`config.mk`:
```
export PLATFORM = sky130hd
export DESIGN_NAME = plw_watchdog
export DESIGN_NICKNAME = d
export VERILOG_FILES = /design/src/rtl/plw_pkg.sv /design/src/rtl/plw_slow_tick.sv /design/src/rtl/plw_watchdog.sv
export SDC_FILE = /design/constraint.sdc
export NUM_CORES = 1
export LEC_CHECK = 0
export CAP_MARGIN = 20
export CORE_MARGIN = 2
export CORE_UTILIZATION = 50
export DETAILED_ROUTE_END_ITERATION = 10
export DONT_BUFFER_PORTS = 1
export HOLD_SLACK_MARGIN = 0.06
export PLACE_DENSITY = 0.75
export SLEW_MARGIN = 40
export SYNTH_ARGS = -nofsm -noshare
export SYNTH_HDL_FRONTEND = slang
export SYNTH_SLANG_ARGS = --single-unit
export TNS_END_PERCENT = 50
```
`constraint.sdc`:
```
create_clock -name clk -period 5.57 [get_ports clk]
set_clock_uncertainty 0.1 [all_clocks]
set_input_delay 1.3925 -clock clk [delete_from_list [all_inputs] [get_ports clk]]
set_output_delay 1.3925 -clock clk [all_outputs]
set_load 0.05 [all_outputs]
```
`src/rtl/plw_pkg.sv`:
```
// Constants, register map and types of the program loop watchdog
package plw_pkg;

   // Register port geometry
   localparam int          PLW_ADDR_W        = 16;
   localparam int          PLW_DATA_W        = 8;

   // Register offsets
   localparam logic [15:0] PLW_MODE_OFFS     = 16'hff48;
   localparam logic [15:0] PLW_RESTART_OFFS  = 16'hff49;
   localparam logic [15:0] PLW_CAUSE_OFFS    = 16'hff4a;

   // Mode register layout and reset value
   localparam logic [7:0]  PLW_MODE_RESET    = 8'h67;
   localparam logic [2:0]  PLW_MODE_FIXED    = 3'h3;
   localparam int          PLW_MODE_FIX_LSB  = 5;
   localparam int          PLW_SEL_HI_BIT    = 4;
   localparam int          PLW_SEL_LO_BIT    = 3;
   localparam int          PLW_IVL_MSB       = 2;
   localparam logic [2:0]  PLW_IVL_MAX       = 3'h7;

   // Restart register key and the value it reads back
   localparam logic [7:0]  PLW_RESTART_KEY   = 8'hac;
   localparam logic [7:0]  PLW_RESTART_READ  = 8'h9a;

   // Reset cause register layout
   localparam int          PLW_WDRF_BIT      = 4;

   // Interval exponents: 2^(base + code) source clocks
   localparam int          PLW_SLOW_EXP_MIN  = 11;
   localparam int          PLW_SYS_EXP_MIN   = 13;
   localparam int          PLW_CNT_W         = 21;

   // Length of the internal reset request, in system clocks
   localparam logic [2:0]  PLW_RST_PULSE_CYC = 3'h4;

   typedef enum logic [1:0] {
      PLW_SRC_SLOW,
      PLW_SRC_SYS,
      PLW_SRC_OFF
   } plw_src_t;

   typedef enum logic {
      PLW_RUN,
      PLW_FIRE
   } plw_state_t;

endpackage : plw_pkg

```
`src/rtl/plw_slow_tick.sv`:
```
// Synchroniser and rising edge detector for the slow oscillator clock
`timescale 1ns/10ps
module plw_slow_tick (
   input  wire logic clk,
   input  wire logic rst,
   input  wire logic slow_osc_clk,
   output logic      slow_tick
);

   logic [2:0] sync_r;
   logic [2:0] sync_nxt;

   // Stage 0 feeds only stage 1; the edge is seen between 1 and 2
   always_comb begin
      sync_nxt = {sync_r[1:0], slow_osc_clk};
   end

   always_ff @(posedge clk or posedge rst) begin
      if (rst) begin
         // All ones: a pin already high at release gives no false edge
         sync_r <= 3'h7;
      end else begin
         sync_r <= sync_nxt;
      end
   end

   assign slow_tick = sync_r[1] & ~sync_r[2];

endmodule : plw_slow_tick

```
`src/rtl/plw_watchdog.sv`:
```
// Program loop watchdog: mode/restart registers, counter, reset request
//
// How it works
// - Count expiry without restart raises the internal reset request.
// - A watchdog reset sets bit 4 of the reset cause register.
// - Slow clock intervals are 2^11 to 2^18 cycles, one per code.
// - System clock intervals are 2^13 to 2^20 cycles, one per code.
// - Unstoppable option always counts on the slow oscillator clock.
// - Stoppable option: software picks system, slow or none; slow at reset.
// - After reset counting starts at once on 2^18 slow clocks.
// - Unstoppable option: only the interval may change, once per reset.
// - Stoppable option: clock and interval change together, once.
// - Unstoppable option offers no way to halt the count.
// - Stoppable option halts the count when the stopped code is chosen.
// - Unstoppable option keeps the slow oscillator running.
// - System clock source is gated when stopped, standby or stabilising.
// - Stoppable option: slow source gated in standby, or if stopped before stop on sys CPU.
// - Mode register reads freely but takes only one write per reset.
// - Mode register resets to 67h.
// - Writing ACh to the restart register clears the count and restarts.
// - Any other restart value raises the internal reset request unless the count is stopped.
// - A second mode write raises reset unless the first one stopped it.
// - Select bits 4:3: 00 slow, 01 system, 1x stopped.
//
// Decided for this implementation: the register addresses and strobed register access.
`timescale 1ns/10ps
module plw_watchdog
   import plw_pkg::*;
#(
   parameter int SLOW_EXP_MIN = PLW_SLOW_EXP_MIN,
   parameter int SYS_EXP_MIN  = PLW_SYS_EXP_MIN
) (
   input  wire logic                  clk,
   input  wire logic                  rst,
   input  wire logic                  por_rst,
   input  wire logic [PLW_ADDR_W-1:0] addr,
   input  wire logic [PLW_DATA_W-1:0] wdata,
   input  wire logic                  wr_stb,
   input  wire logic                  rd_stb,
   output logic      [PLW_DATA_W-1:0] rdata,
   input  wire logic                  slow_osc_clk,
   input  wire logic                  slow_osc_lock_opt,
   input  wire logic                  slow_osc_sw_stop,
   input  wire logic                  cpu_on_sys_clk,
   input  wire logic                  cpu_standby,
   input  wire logic                  sys_clk_stopped,
   input  wire logic                  osc_stabilizing,
   output logic                       slow_osc_keep_on,
   output logic                       internal_reset_req,
   output logic                       watchdog_reset_flag
);

   // The counter must hold the longest interval of either source
   if (SLOW_EXP_MIN < 1 || SYS_EXP_MIN < 1 ||
       SLOW_EXP_MIN + 7 > PLW_CNT_W || SYS_EXP_MIN + 7 > PLW_CNT_W) begin : g_bad_exp
      $error("plw_watchdog: interval exponents do not fit the counter");
   end

   // Terminal count of an interval: 2^(base + code) - 1
   function automatic logic [PLW_CNT_W-1:0] plw_top(
      input plw_src_t   src,
      input logic [2:0] code
   );
      int exp_v;
      exp_v = (src == PLW_SRC_SYS) ? SYS_EXP_MIN : SLOW_EXP_MIN;
      exp_v = exp_v + int'(code);
      return (PLW_CNT_W'(1) << exp_v) - PLW_CNT_W'(1);
   endfunction : plw_top

   // Decode of the two clock select bits
   function automatic plw_src_t plw_src(input logic [1:0] sel);
      plw_src_t s;
      s = PLW_SRC_SLOW;
      if (sel[1]) begin
         s = PLW_SRC_OFF;
      end else if (sel[0]) begin
         s = PLW_SRC_SYS;
      end
      return s;
   endfunction : plw_src

   // ------------------------------------------------------------------
   // Option strap, caught once in the first cycle after release
   // ------------------------------------------------------------------
   logic opt_taken_r;
   logic opt_taken_nxt;
   logic opt_locked_r;
   logic opt_locked_nxt;

   always_comb begin
      opt_taken_nxt  = 1'b1;
      opt_locked_nxt = opt_taken_r ? opt_locked_r : slow_osc_lock_opt;
   end

   // Locked until known: the safer reading of the strap
   always_ff @(posedge clk or posedge rst) begin
      if (rst) begin
         opt_taken_r  <= 1'b0;
         opt_locked_r <= 1'b1;
      end else begin
         opt_taken_r  <= opt_taken_nxt;
         opt_locked_r <= opt_locked_nxt;
      end
   end

   // Locked option: oscillator may drop out only while reset is held
   assign slow_osc_keep_on = opt_locked_r & ~rst;

   // ------------------------------------------------------------------
   // Bus decode
   // ------------------------------------------------------------------
   logic mode_wr;
   logic restart_wr;
   logic cause_rd;

   assign mode_wr    = wr_stb && (addr == PLW_MODE_OFFS);
   assign restart_wr = wr_stb && (addr == PLW_RESTART_OFFS);
   assign cause_rd   = rd_stb && (addr == PLW_CAUSE_OFFS);

   // ------------------------------------------------------------------
   // Mode register, written once per reset
   // ------------------------------------------------------------------
   logic [1:0]     sel_r;
   logic [1:0]     sel_nxt;
   logic [2:0]     ivl_r;
   logic [2:0]     ivl_nxt;
   logic           mode_written_r;
   logic           mode_written_nxt;
   logic [7:0]     mode_view;
   plw_src_t       src;
   logic           wd_stopped;

   assign src        = plw_src(sel_r);
   assign wd_stopped = (src == PLW_SRC_OFF);

   always_comb begin
      sel_nxt          = sel_r;
      ivl_nxt          = ivl_r;
      mode_written_nxt = mode_written_r;
      if (mode_wr && !mode_written_r) begin
         mode_written_nxt = 1'b1;
         ivl_nxt          = wdata[PLW_IVL_MSB:0];
         if (!opt_locked_r) begin
            // Clock and interval are taken together
            sel_nxt = wdata[PLW_SEL_HI_BIT:PLW_SEL_LO_BIT];
         end
         // Locked option ignores the select bits, so slow stays chosen
         // and no code can stop the count
      end
   end

   always_ff @(posedge clk or posedge rst) begin
      if (rst) begin
         // Slow clock, longest interval
         sel_r          <= PLW_MODE_RESET[PLW_SEL_HI_BIT:PLW_SEL_LO_BIT];
         ivl_r          <= PLW_MODE_RESET[PLW_IVL_MSB:0];
         mode_written_r <= 1'b0;
      end else begin
         sel_r          <= sel_nxt;
         ivl_r          <= ivl_nxt;
         mode_written_r <= mode_written_nxt;
      end
   end

   assign mode_view = {PLW_MODE_FIXED, sel_r, ivl_r};

   // ------------------------------------------------------------------
   // Count clock selection and gating
   // ------------------------------------------------------------------
   logic slow_tick;
   logic sys_gate;
   logic slow_gate;
   logic tick;

   plw_slow_tick u_slow_tick (
      .clk          (clk),
      .rst          (rst),
      .slow_osc_clk (slow_osc_clk),
      .slow_tick    (slow_tick)
   );

   assign sys_gate = sys_clk_stopped | cpu_standby |
                     osc_stabilizing;

   // With the locked option the slow source keeps counting through
   // standby, so software must restart it from a wake-up source
   assign slow_gate = ~opt_locked_r &
                      (cpu_standby |
                       (cpu_on_sys_clk & slow_osc_sw_stop));

   always_comb begin
      case (src)
         PLW_SRC_SLOW: tick = slow_tick & ~slow_gate;
         PLW_SRC_SYS:  tick = ~sys_gate;
         PLW_SRC_OFF:  tick = 1'b0;
         default:      tick = 1'b0;
      endcase
   end

   // ------------------------------------------------------------------
   // Faults that request the internal reset
   // ------------------------------------------------------------------
   logic [PLW_CNT_W-1:0] cnt_r;
   logic [PLW_CNT_W-1:0] cnt_nxt;
   logic [PLW_CNT_W-1:0] cnt_top;
   logic                 expire;
   logic                 key_ok;
   logic                 bad_key;
   logic                 second_mode_wr;
   logic                 fault;
   logic                 cnt_clear;

   assign cnt_top = plw_top(src, ivl_r);
   assign expire  = tick && (cnt_r == cnt_top);
   assign key_ok  = restart_wr && (wdata == PLW_RESTART_KEY);

   // A stopped watchdog forgives bad keys and repeated mode writes
   assign bad_key        = restart_wr && (wdata != PLW_RESTART_KEY) &&
                           !wd_stopped;
   assign second_mode_wr = mode_wr && mode_written_r && !wd_stopped;
   assign fault          = expire | bad_key | second_mode_wr;

   // The first mode write restarts the count as well
   assign cnt_clear = key_ok | (mode_wr && !mode_written_r);

   always_comb begin
      cnt_nxt = cnt_r;
      if (cnt_clear || wd_stopped) begin
         cnt_nxt = '0;
      end else if (expire) begin
         cnt_nxt = '0;
      end else if (tick) begin
         cnt_nxt = cnt_r + PLW_CNT_W'(1);
      end
   end

   always_ff @(posedge clk or posedge rst) begin
      if (rst) begin
         cnt_r <= '0;
      end else begin
         cnt_r <= cnt_nxt;
      end
   end

   // ------------------------------------------------------------------
   // Reset request sequencer
   // ------------------------------------------------------------------
   plw_state_t state_r;
   plw_state_t state_nxt;
   logic [2:0] pulse_r;
   logic [2:0] pulse_nxt;
   logic       req_r;
   logic       req_nxt;
   logic       fire;

   always_comb begin
      state_nxt = state_r;
      pulse_nxt = pulse_r;
      req_nxt   = 1'b0;
      fire      = 1'b0;
      case (state_r)
         PLW_RUN: begin
            if (fault) begin
               state_nxt = PLW_FIRE;
               pulse_nxt = PLW_RST_PULSE_CYC - 3'h1;
               req_nxt   = 1'b1;
               fire      = 1'b1;
            end
         end
         PLW_FIRE: begin
            // Held for a fixed width; the system reset normally ends it
            if (pulse_r == 3'h0) begin
               state_nxt = PLW_RUN;
            end else begin
               pulse_nxt = pulse_r - 3'h1;
               req_nxt   = 1'b1;
            end
         end
         default: begin
            state_nxt = PLW_RUN;
         end
      endcase
   end

   always_ff @(posedge clk or posedge rst) begin
      if (rst) begin
         state_r <= PLW_RUN;
         pulse_r <= 3'h0;
         req_r   <= 1'b0;
      end else begin
         state_r <= state_nxt;
         pulse_r <= pulse_nxt;
         req_r   <= req_nxt;
      end
   end

   assign internal_reset_req = req_r;

   // ------------------------------------------------------------------
   // Reset cause flag: kept through the reset that it reports
   // ------------------------------------------------------------------
   logic wdrf_r;
   logic wdrf_nxt;

   always_comb begin
      wdrf_nxt = wdrf_r;
      if (cause_rd) begin
         wdrf_nxt = 1'b0;
      end
      // A new watchdog event beats a clearing read
      if (fire) begin
         wdrf_nxt = 1'b1;
      end
   end

   always_ff @(posedge clk or posedge por_rst) begin
      if (por_rst) begin
         wdrf_r <= 1'b0;
      end else begin
         wdrf_r <= wdrf_nxt;
      end
   end

   assign watchdog_reset_flag = wdrf_r;

   // ------------------------------------------------------------------
   // Read data, valid only in the cycle after the strobe
   // ------------------------------------------------------------------
   logic [7:0] rdata_r;
   logic [7:0] rdata_nxt;

   always_comb begin
      rdata_nxt = 8'h00;
      if (rd_stb) begin
         case (addr)
            PLW_MODE_OFFS:    rdata_nxt = mode_view;
            PLW_RESTART_OFFS: rdata_nxt = PLW_RESTART_READ;
            PLW_CAUSE_OFFS:   rdata_nxt[PLW_WDRF_BIT] = wdrf_r;
            default:          rdata_nxt = 8'h00;
         endcase
      end
   end

   always_ff @(posedge clk or posedge rst) begin
      if (rst) begin
         rdata_r <= 8'h00;
      end else begin
         rdata_r <= rdata_nxt;
      end
   end

   assign rdata = rdata_r;

endmodule : plw_watchdog

```
; ---- Yosys cells after proc, flatten, opt, wreduce, memory -nomap -nowiden
; Index checks and enable logic that the tools add are counted.
; W data, S select, Z words.
[totals]
out_inout_bits = 11
ramBits = 0
romBits = 0
mem_count = 0
wordCells = 82
reg_bits = 45
latch_bits = 0
[op_classes]
n_lt_le_gt_ge = 0
add_sub_neg = 4
n_reduce_logical = 19
bitwise = 17
n_eq_ne = 10
n_div = 0
mux = 20
multipliers = 0
shift = 1
[op_table]
columns = cell, count
row1 = $mux W21, 3
row2 = $eq A16 B16 Y1 const B, 3
row3 = $add A21 B1 Y21 const B, 1
row4 = $eq A21 B21 Y1, 1
row5 = $shl A1 B5 Y21 const A, 1
row6 = $sub A21 B2 Y21 const B, 1
row7 = $pmux W3 S2, 2
row8 = $logic_and A1 B1 Y1, 10
row9 = $mux W3, 3
row10 = $eq A8 B8 Y1 const B, 1
row11 = $mux W8, 1
row12 = $ne A8 B8 Y1 const B, 1
row13 = $pmux W4 S2, 1
row14 = $mux W1, 6
row15 = $not A1 Y1, 6
row16 = $or A1 B1 Y1, 6
row17 = $add A4 B3 Y5, 1
row18 = $and A1 B1 Y1, 5
row19 = $ne A2 B2 Y1 const B, 2
row20 = $pmux W1 S2, 2
row21 = $reduce_and A2 Y1, 2
row22 = $logic_not A3 Y1, 1
row23 = $pmux W1 S3, 1
row24 = $reduce_bool A3 Y1, 1
row25 = other kinds (8), 9

; ---- Longest topological paths before layout
[depth]
depth_word = 14
mapped_depth = 23
depth_no_buf = 15

; ---- Cells and area by module
; A second synthesis with hierarchy kept.
[unflattened]
cells_unflattened = 509
area_unflattened_um2 = 4120.2
[by_module_without_submodules]
columns = mod, cells_per_inst, instances, area_each_um2
row1 = plw_watchdog, 504, 1, 4023.9
row2 = plw_slow_tick, 5, 1, 96.3

; ---- Least setup slack after synthesis
; OpenSTA, ideal clock, no wires.
[synth_timing]
path_type = register to register
from = register ivl_r[0]
to = register cnt_r[1]
arrival_time_ps = 4592
path_stages_with_launch = 22
n_path_buf = 8
setup_time_ps = 132
required_ps = 5338
synth_period_minus_slack_ps = 4824
setup_slack_ps = 746
cell_sequence = dfstp_2 > clkbuf_1 > clkbuf_1 > buf_1 > a21o_1 > ha_1 > buf_6 > clkbuf_1 > nor3_1 > nand2_1 > ha_1 > clkbuf_1 > o31ai_2 > xor2_1 > xnor2_1 > a21oi_1 > nand3_1 > or4_1 > clkbuf_1 > nor3_2 > buf_2 > o31ai_1
[synth_between]
elab_chain_len = 7
word_cells_on_any_way = 8
cone_classes = add/sub (2) / eq/ne (1) / shift (1) / mux (2) / reduce/logical (2)
[synth_rtl]
columns = element, line_no
row1 = start: declaration, plw_watchdog.sv:125  ; logic [2:0] ivl_r;
row2 = start signal: assignment, plw_watchdog.sv:156  ; ivl_r <= PLW_MODE_RESET[PLW_IVL_MSB:0];
row3 = start signal: assignment, plw_watchdog.sv:160  ; ivl_r <= ivl_nxt;
row4 = $add A4 B3 Y5 (*), plw_watchdog.sv:66  ; exp_v = exp_v + int'(code);
row5 = $shl A1 B5 Y21 (*), plw_watchdog.sv:67  ; return (PLW_CNT_W'(1) << exp_v) - PLW_CNT_W'(1);
row6 = $sub A21 B2 Y21 (*), plw_watchdog.sv:67
row7 = $eq A21 B21 Y1 (*), plw_watchdog.sv:214  ; assign expire = tick && (cnt_r == cnt_top);
row8 = $logic_and A1 B1 Y1 (*), plw_watchdog.sv:214
row9 = $mux W21, plw_watchdog.sv:230  ; end else if (expire) begin
row10 = $mux W21, plw_watchdog.sv:228  ; if (cnt_clear || wd_stopped) begin
row11 = end signal: assignment, plw_watchdog.sv:241  ; cnt_r <= cnt_nxt;
row12 = end: declaration, plw_watchdog.sv:203  ; logic [PLW_CNT_W-1:0] cnt_r;
; Mark *: on every way between the ends. The rest lies on a longest branch, timed or not.
; A chain may end at the register's enable or synchronous reset.

; ---- Worst setup path after layout
[layout_timing]
from = register ivl_r[1]
to = register wdrf_r (netlist: watchdog_reset_flag)
[layout_between]
elab_chain_len = 10
word_cells_on_any_way = 11
cone_classes = add/sub (2) / eq/ne (1) / shift (1) / mux (3) / bitwise (2) / reduce/logical (2)
[layout_rtl]
columns = element, line_no
row1 = $add A4 B3 Y5 (*), plw_watchdog.sv:66
row2 = $shl A1 B5 Y21 (*), plw_watchdog.sv:67
row3 = $sub A21 B2 Y21 (*), plw_watchdog.sv:67
row4 = $eq A21 B21 Y1 (*), plw_watchdog.sv:214
row5 = $logic_and A1 B1 Y1 (*), plw_watchdog.sv:214
row6 = $or A1 B1 Y1 (*) (2 in a row), plw_watchdog.sv:221  ; assign fault = expire | bad_key | second_mode_wr;
row7 = $mux W1 (*), plw_watchdog.sv:263  ; if (fault) begin
row8 = $mux W1 (*), plw_watchdog.sv:261  ; case (state_r)
row9 = $mux W1 or $reduce_bool A2 Y1 (tied branches), -
row10 = end signal: assignment, plw_watchdog.sv:320  ; wdrf_r <= wdrf_nxt;
row11 = end: declaration, plw_watchdog.sv:302  ; logic wdrf_r;
; Marked as above.

==> flow_summary.yaml <==
run_status:
  status: "finished, final reports clean"
power_and_ir_drop:
  switchingPower_mw: 0.206
  power.share.sequential: 0.504
  intPower_mw: 0.529
  ir_worst_vdd_uv: 130
  pwr-share-clk: 0.363
  netSwitchingFraction: 0.280
  p_comb_frac: 0.133
  p_leak_nw: 1.55
  powerDensity_mw_per_mm2: 183
logic_synthesis:
  netlist_area_mm2: 0.00385
  synth_cell_types: 75
  ys.flop_type: "dfrtp_1"
  synth-seq-area-share: 0.288
  synthXorXnorAreaFrac: 0.0773
  syn_inst: 486
  synth.ff_latch_count: 44
  syn_nets: 527
  avgSynthCellArea_um2: 7.92
  synthArstFlopShare: 1.00
  synth_edf_count: 0
  yosys_warnings: 0
  synth_fa_ha_area_frac: 0.0162
  synth_top_family_by_area: "simple AND/OR/NAND/NOR gates"
  yosys.area_share.simple: 0.303
  synthMuxAreaShare: 0.0244
  synth_compound_area_frac: 0.230
setup_path:
  reg2reg_from: "ivl_r[1]$_DFFE_PP1P_"
  crit_path_start_kind: "register"
  cp.required_ps: 5710
  crit_type: "register to register"
  reg2reg_depth: 14
  crit_path_end_kind: "register"
  cp_data_arrival_time_ps: 5290
  crit_start: "ivl_r[1]$_DFFE_PP1P_"
  cp_max_fo: 29
layout:
  final_common_cell: "nand2_1"
  final_core_util: 0.527
  syn_to_final_growth_pct: 4.09
  drive_above_1_share: 0.0927
  nNetsFinal: 504
  diodes: 0
  final_cell_mix: "nand2_1 (51), dfrtp_1 (37), a21oi_1 (27)"
placed_design:
  placement.io_buffers: 0
  gp_congestion: 0.962
  hpwl_mm: 7.43
job:
  cap_violations: 0
timing:
  final_hold_viol_count: 0
  setup_viol: 0
  min_period_ps: 5150
  worst-slew-pin-transition_ps: 869
  grt_setup_unrepaired: "no"
  fin_crit_sh: 0.925
  fmax_mhz: 194
  relSlewSlack: 0.421
  slew_violations: 0
  hold_ws_ps: 261
  fin_tns_setup_ps: 0
detailed_routing:
  viasPerCell: 6.61
  drt_iter0_markers: 403
  antenna_left: 0
  wire_per_inst_um: 18.4
  firstDrtPassIters: 5
  wirelength_mm: 10.4
  num_vias: 3742
  drc: 0
global_routing:
  grt_max_degree: 44
  antenna_found_initial: 0
  grtUsageTotal: 0.248
  grt_pass1_wl_mm: 17.1
  overflow: 0
  grt_pass1_vias: 3499
clocking:
  clockBufferDepth: 2
  cts_hold_buf: 0
  cts_tree: "built"
  postCtsSetupBuffers: 0
  cts_resized: 0
  numCtsBuffers: 5
  worstSkewPairLatency_ps: 300
  root_buffer: "clkbuf_8"
  cts.sink_count: 44
  htreeDepth: 2
  cts.clk_slew.worst_paths_ps: 90
floorplan:
  placementRows: 32
  fp.dieW_um: 91.8
  die_area_mm2: 0.00842
  initial_core_util: 0.506
  ios: 47
  design.core.area_mm2: 0.00761
  die_y_um: 91.8
hold_path:
  hold_path.class: "register to register"
  worstHoldStart: "u_slow_tick.sync_r[0]$_DFF_PP1_"
  min_path_cells: 0
[worst paths after layout]
| path | end | slack (ps) |
|---|---|---|
| worst max-delay path | watchdog_reset_flag$_DFFE_PP0P_ | 420 |
| worst min-delay path | u_slow_tick.sync_r[1]$_DFF_PP1_ | 260 |
| worst max register to register | watchdog_reset_flag$_DFFE_PP0P_ | 420 |
| worst min register to register | u_slow_tick.sync_r[1]$_DFF_PP1_ | 260 |
| max in group asynchronous | ivl_r[1]$_DFFE_PP1P_ | 3980 |
| min in group asynchronous | watchdog_reset_flag$_DFFE_PP0P_ | 710 |
[cells in the mapped netlist, types with 4 or more instances]
cell / number / area share
ha_1: 5 / 0.016
xor2_1: 15 / 0.034
xnor2_1: 19 / 0.043
clkbuf_1: 21 / 0.020
a21oi_1: 28 / 0.036
buf_2: 11 / 0.014
mux2i_1: 6 / 0.016
o311ai_1: 4 / 0.0091
a31oi_1: 5 / 0.0081
o31a_1: 4 / 0.0091
nand3_1: 26 / 0.034
nor3_1: 25 / 0.032
nor4_1: 11 / 0.018
nor2_1: 25 / 0.024
and2_1: 5 / 0.0081
dfstp_2: 7 / 0.048
a32oi_1: 5 / 0.011
nand3b_1: 4 / 0.0078
nor3b_1: 8 / 0.016
nor4b_1: 4 / 0.0091
o31ai_1: 6 / 0.012
buf_1: 6 / 0.0058
nor2b_1: 13 / 0.021
nand4_1: 9 / 0.015
inv_1: 13 / 0.013
o21bai_1: 4 / 0.0078
and3_1: 7 / 0.011
o32ai_1: 10 / 0.023
o211ai_1: 4 / 0.0078
o21ai_0: 15 / 0.019
o21ai_1: 4 / 0.0052
nand2b_1: 5 / 0.0081
dfrtp_1: 37 / 0.24
nand2_1: 51 / 0.050
[flip-flops by register name (all words and copies together), names as in the netlist, 2 cells and up]
signal / cells
sel_r: 2
u_slow_tick.sync_r: 3
ivl_r: 3
cnt_r: 21
rdata: 7
pulse_r: 3
[worst max-delay path, cell delays in order (launching register included)]
cell       delay, ps
dfstp_2          880
inv_1            290
nor2_1           290
a21o_1           120
ha_1             290
buf_4            250
or3b_4           450
o31a_1           260
nor4_1           350
o2bb2ai_1        210
nand3_1          100
nand4bb_1        170
or4_1            730
o32ai_4          430
a22o_1           180
[power by group through the flow]
stage / Combinational [mW] / Clock (mW) / Sequential, mW
6_report: 0.0975 / 0.267 / 0.371
3_5_place_dp: 0.0953 / 0 / 0.375
3_3_place_gp: 0.0922 / 0 / 0.375
5_1_grt: 0.109 / 0.285 / 0.372
2_1_floorplan: 0.0870 / 0 / 0.358
4_1_cts: 0.0959 / 0.267 / 0.369
[cell type report]
cell class	instances	area, µm²
flip-flops and latches	44	1110
repair buffers	10	75.1
inverters	15	56.3
multi-input cells	387	2520
fillers	726	3600
clock buffers	6	82.6
clock inverters	2	38.8
well taps	102	128
[layer usage]
metal  global-route usage  vias up  share of wire
met5                    0        -              0
met4               0.0759        0          0.021
met3               0.0320       27          0.070
met2                0.401      163           0.47
met1                0.346     1802           0.44
li1                     -     1750              -
[stage by stage]
stage               power (mW)  area (µm²)  std cells  worst slack [ps]
CTS                      0.732        4010        566               586
global route             0.765        4010        566               165
global placement         0.467        3880        558               699
detailed placement       0.471        3880        558               593
finish                   0.735        4010        566               416
floorplan                0.445        3850        486               746
[kinds of logic after synthesis]
| logic type | count (synthesis) |
|---|---|
| and+or+nand+nor | 215 |
| AOI/OAI and AO/OA | 123 |
| buffers and inverters | 55 |
| DFF | 44 |
| xor gates and xnor gates | 34 |
| muxes | 9 |
| adders and majority gates | 5 |
| other | 1 |
No activity file was read; power rests on OpenSTA's default activity.
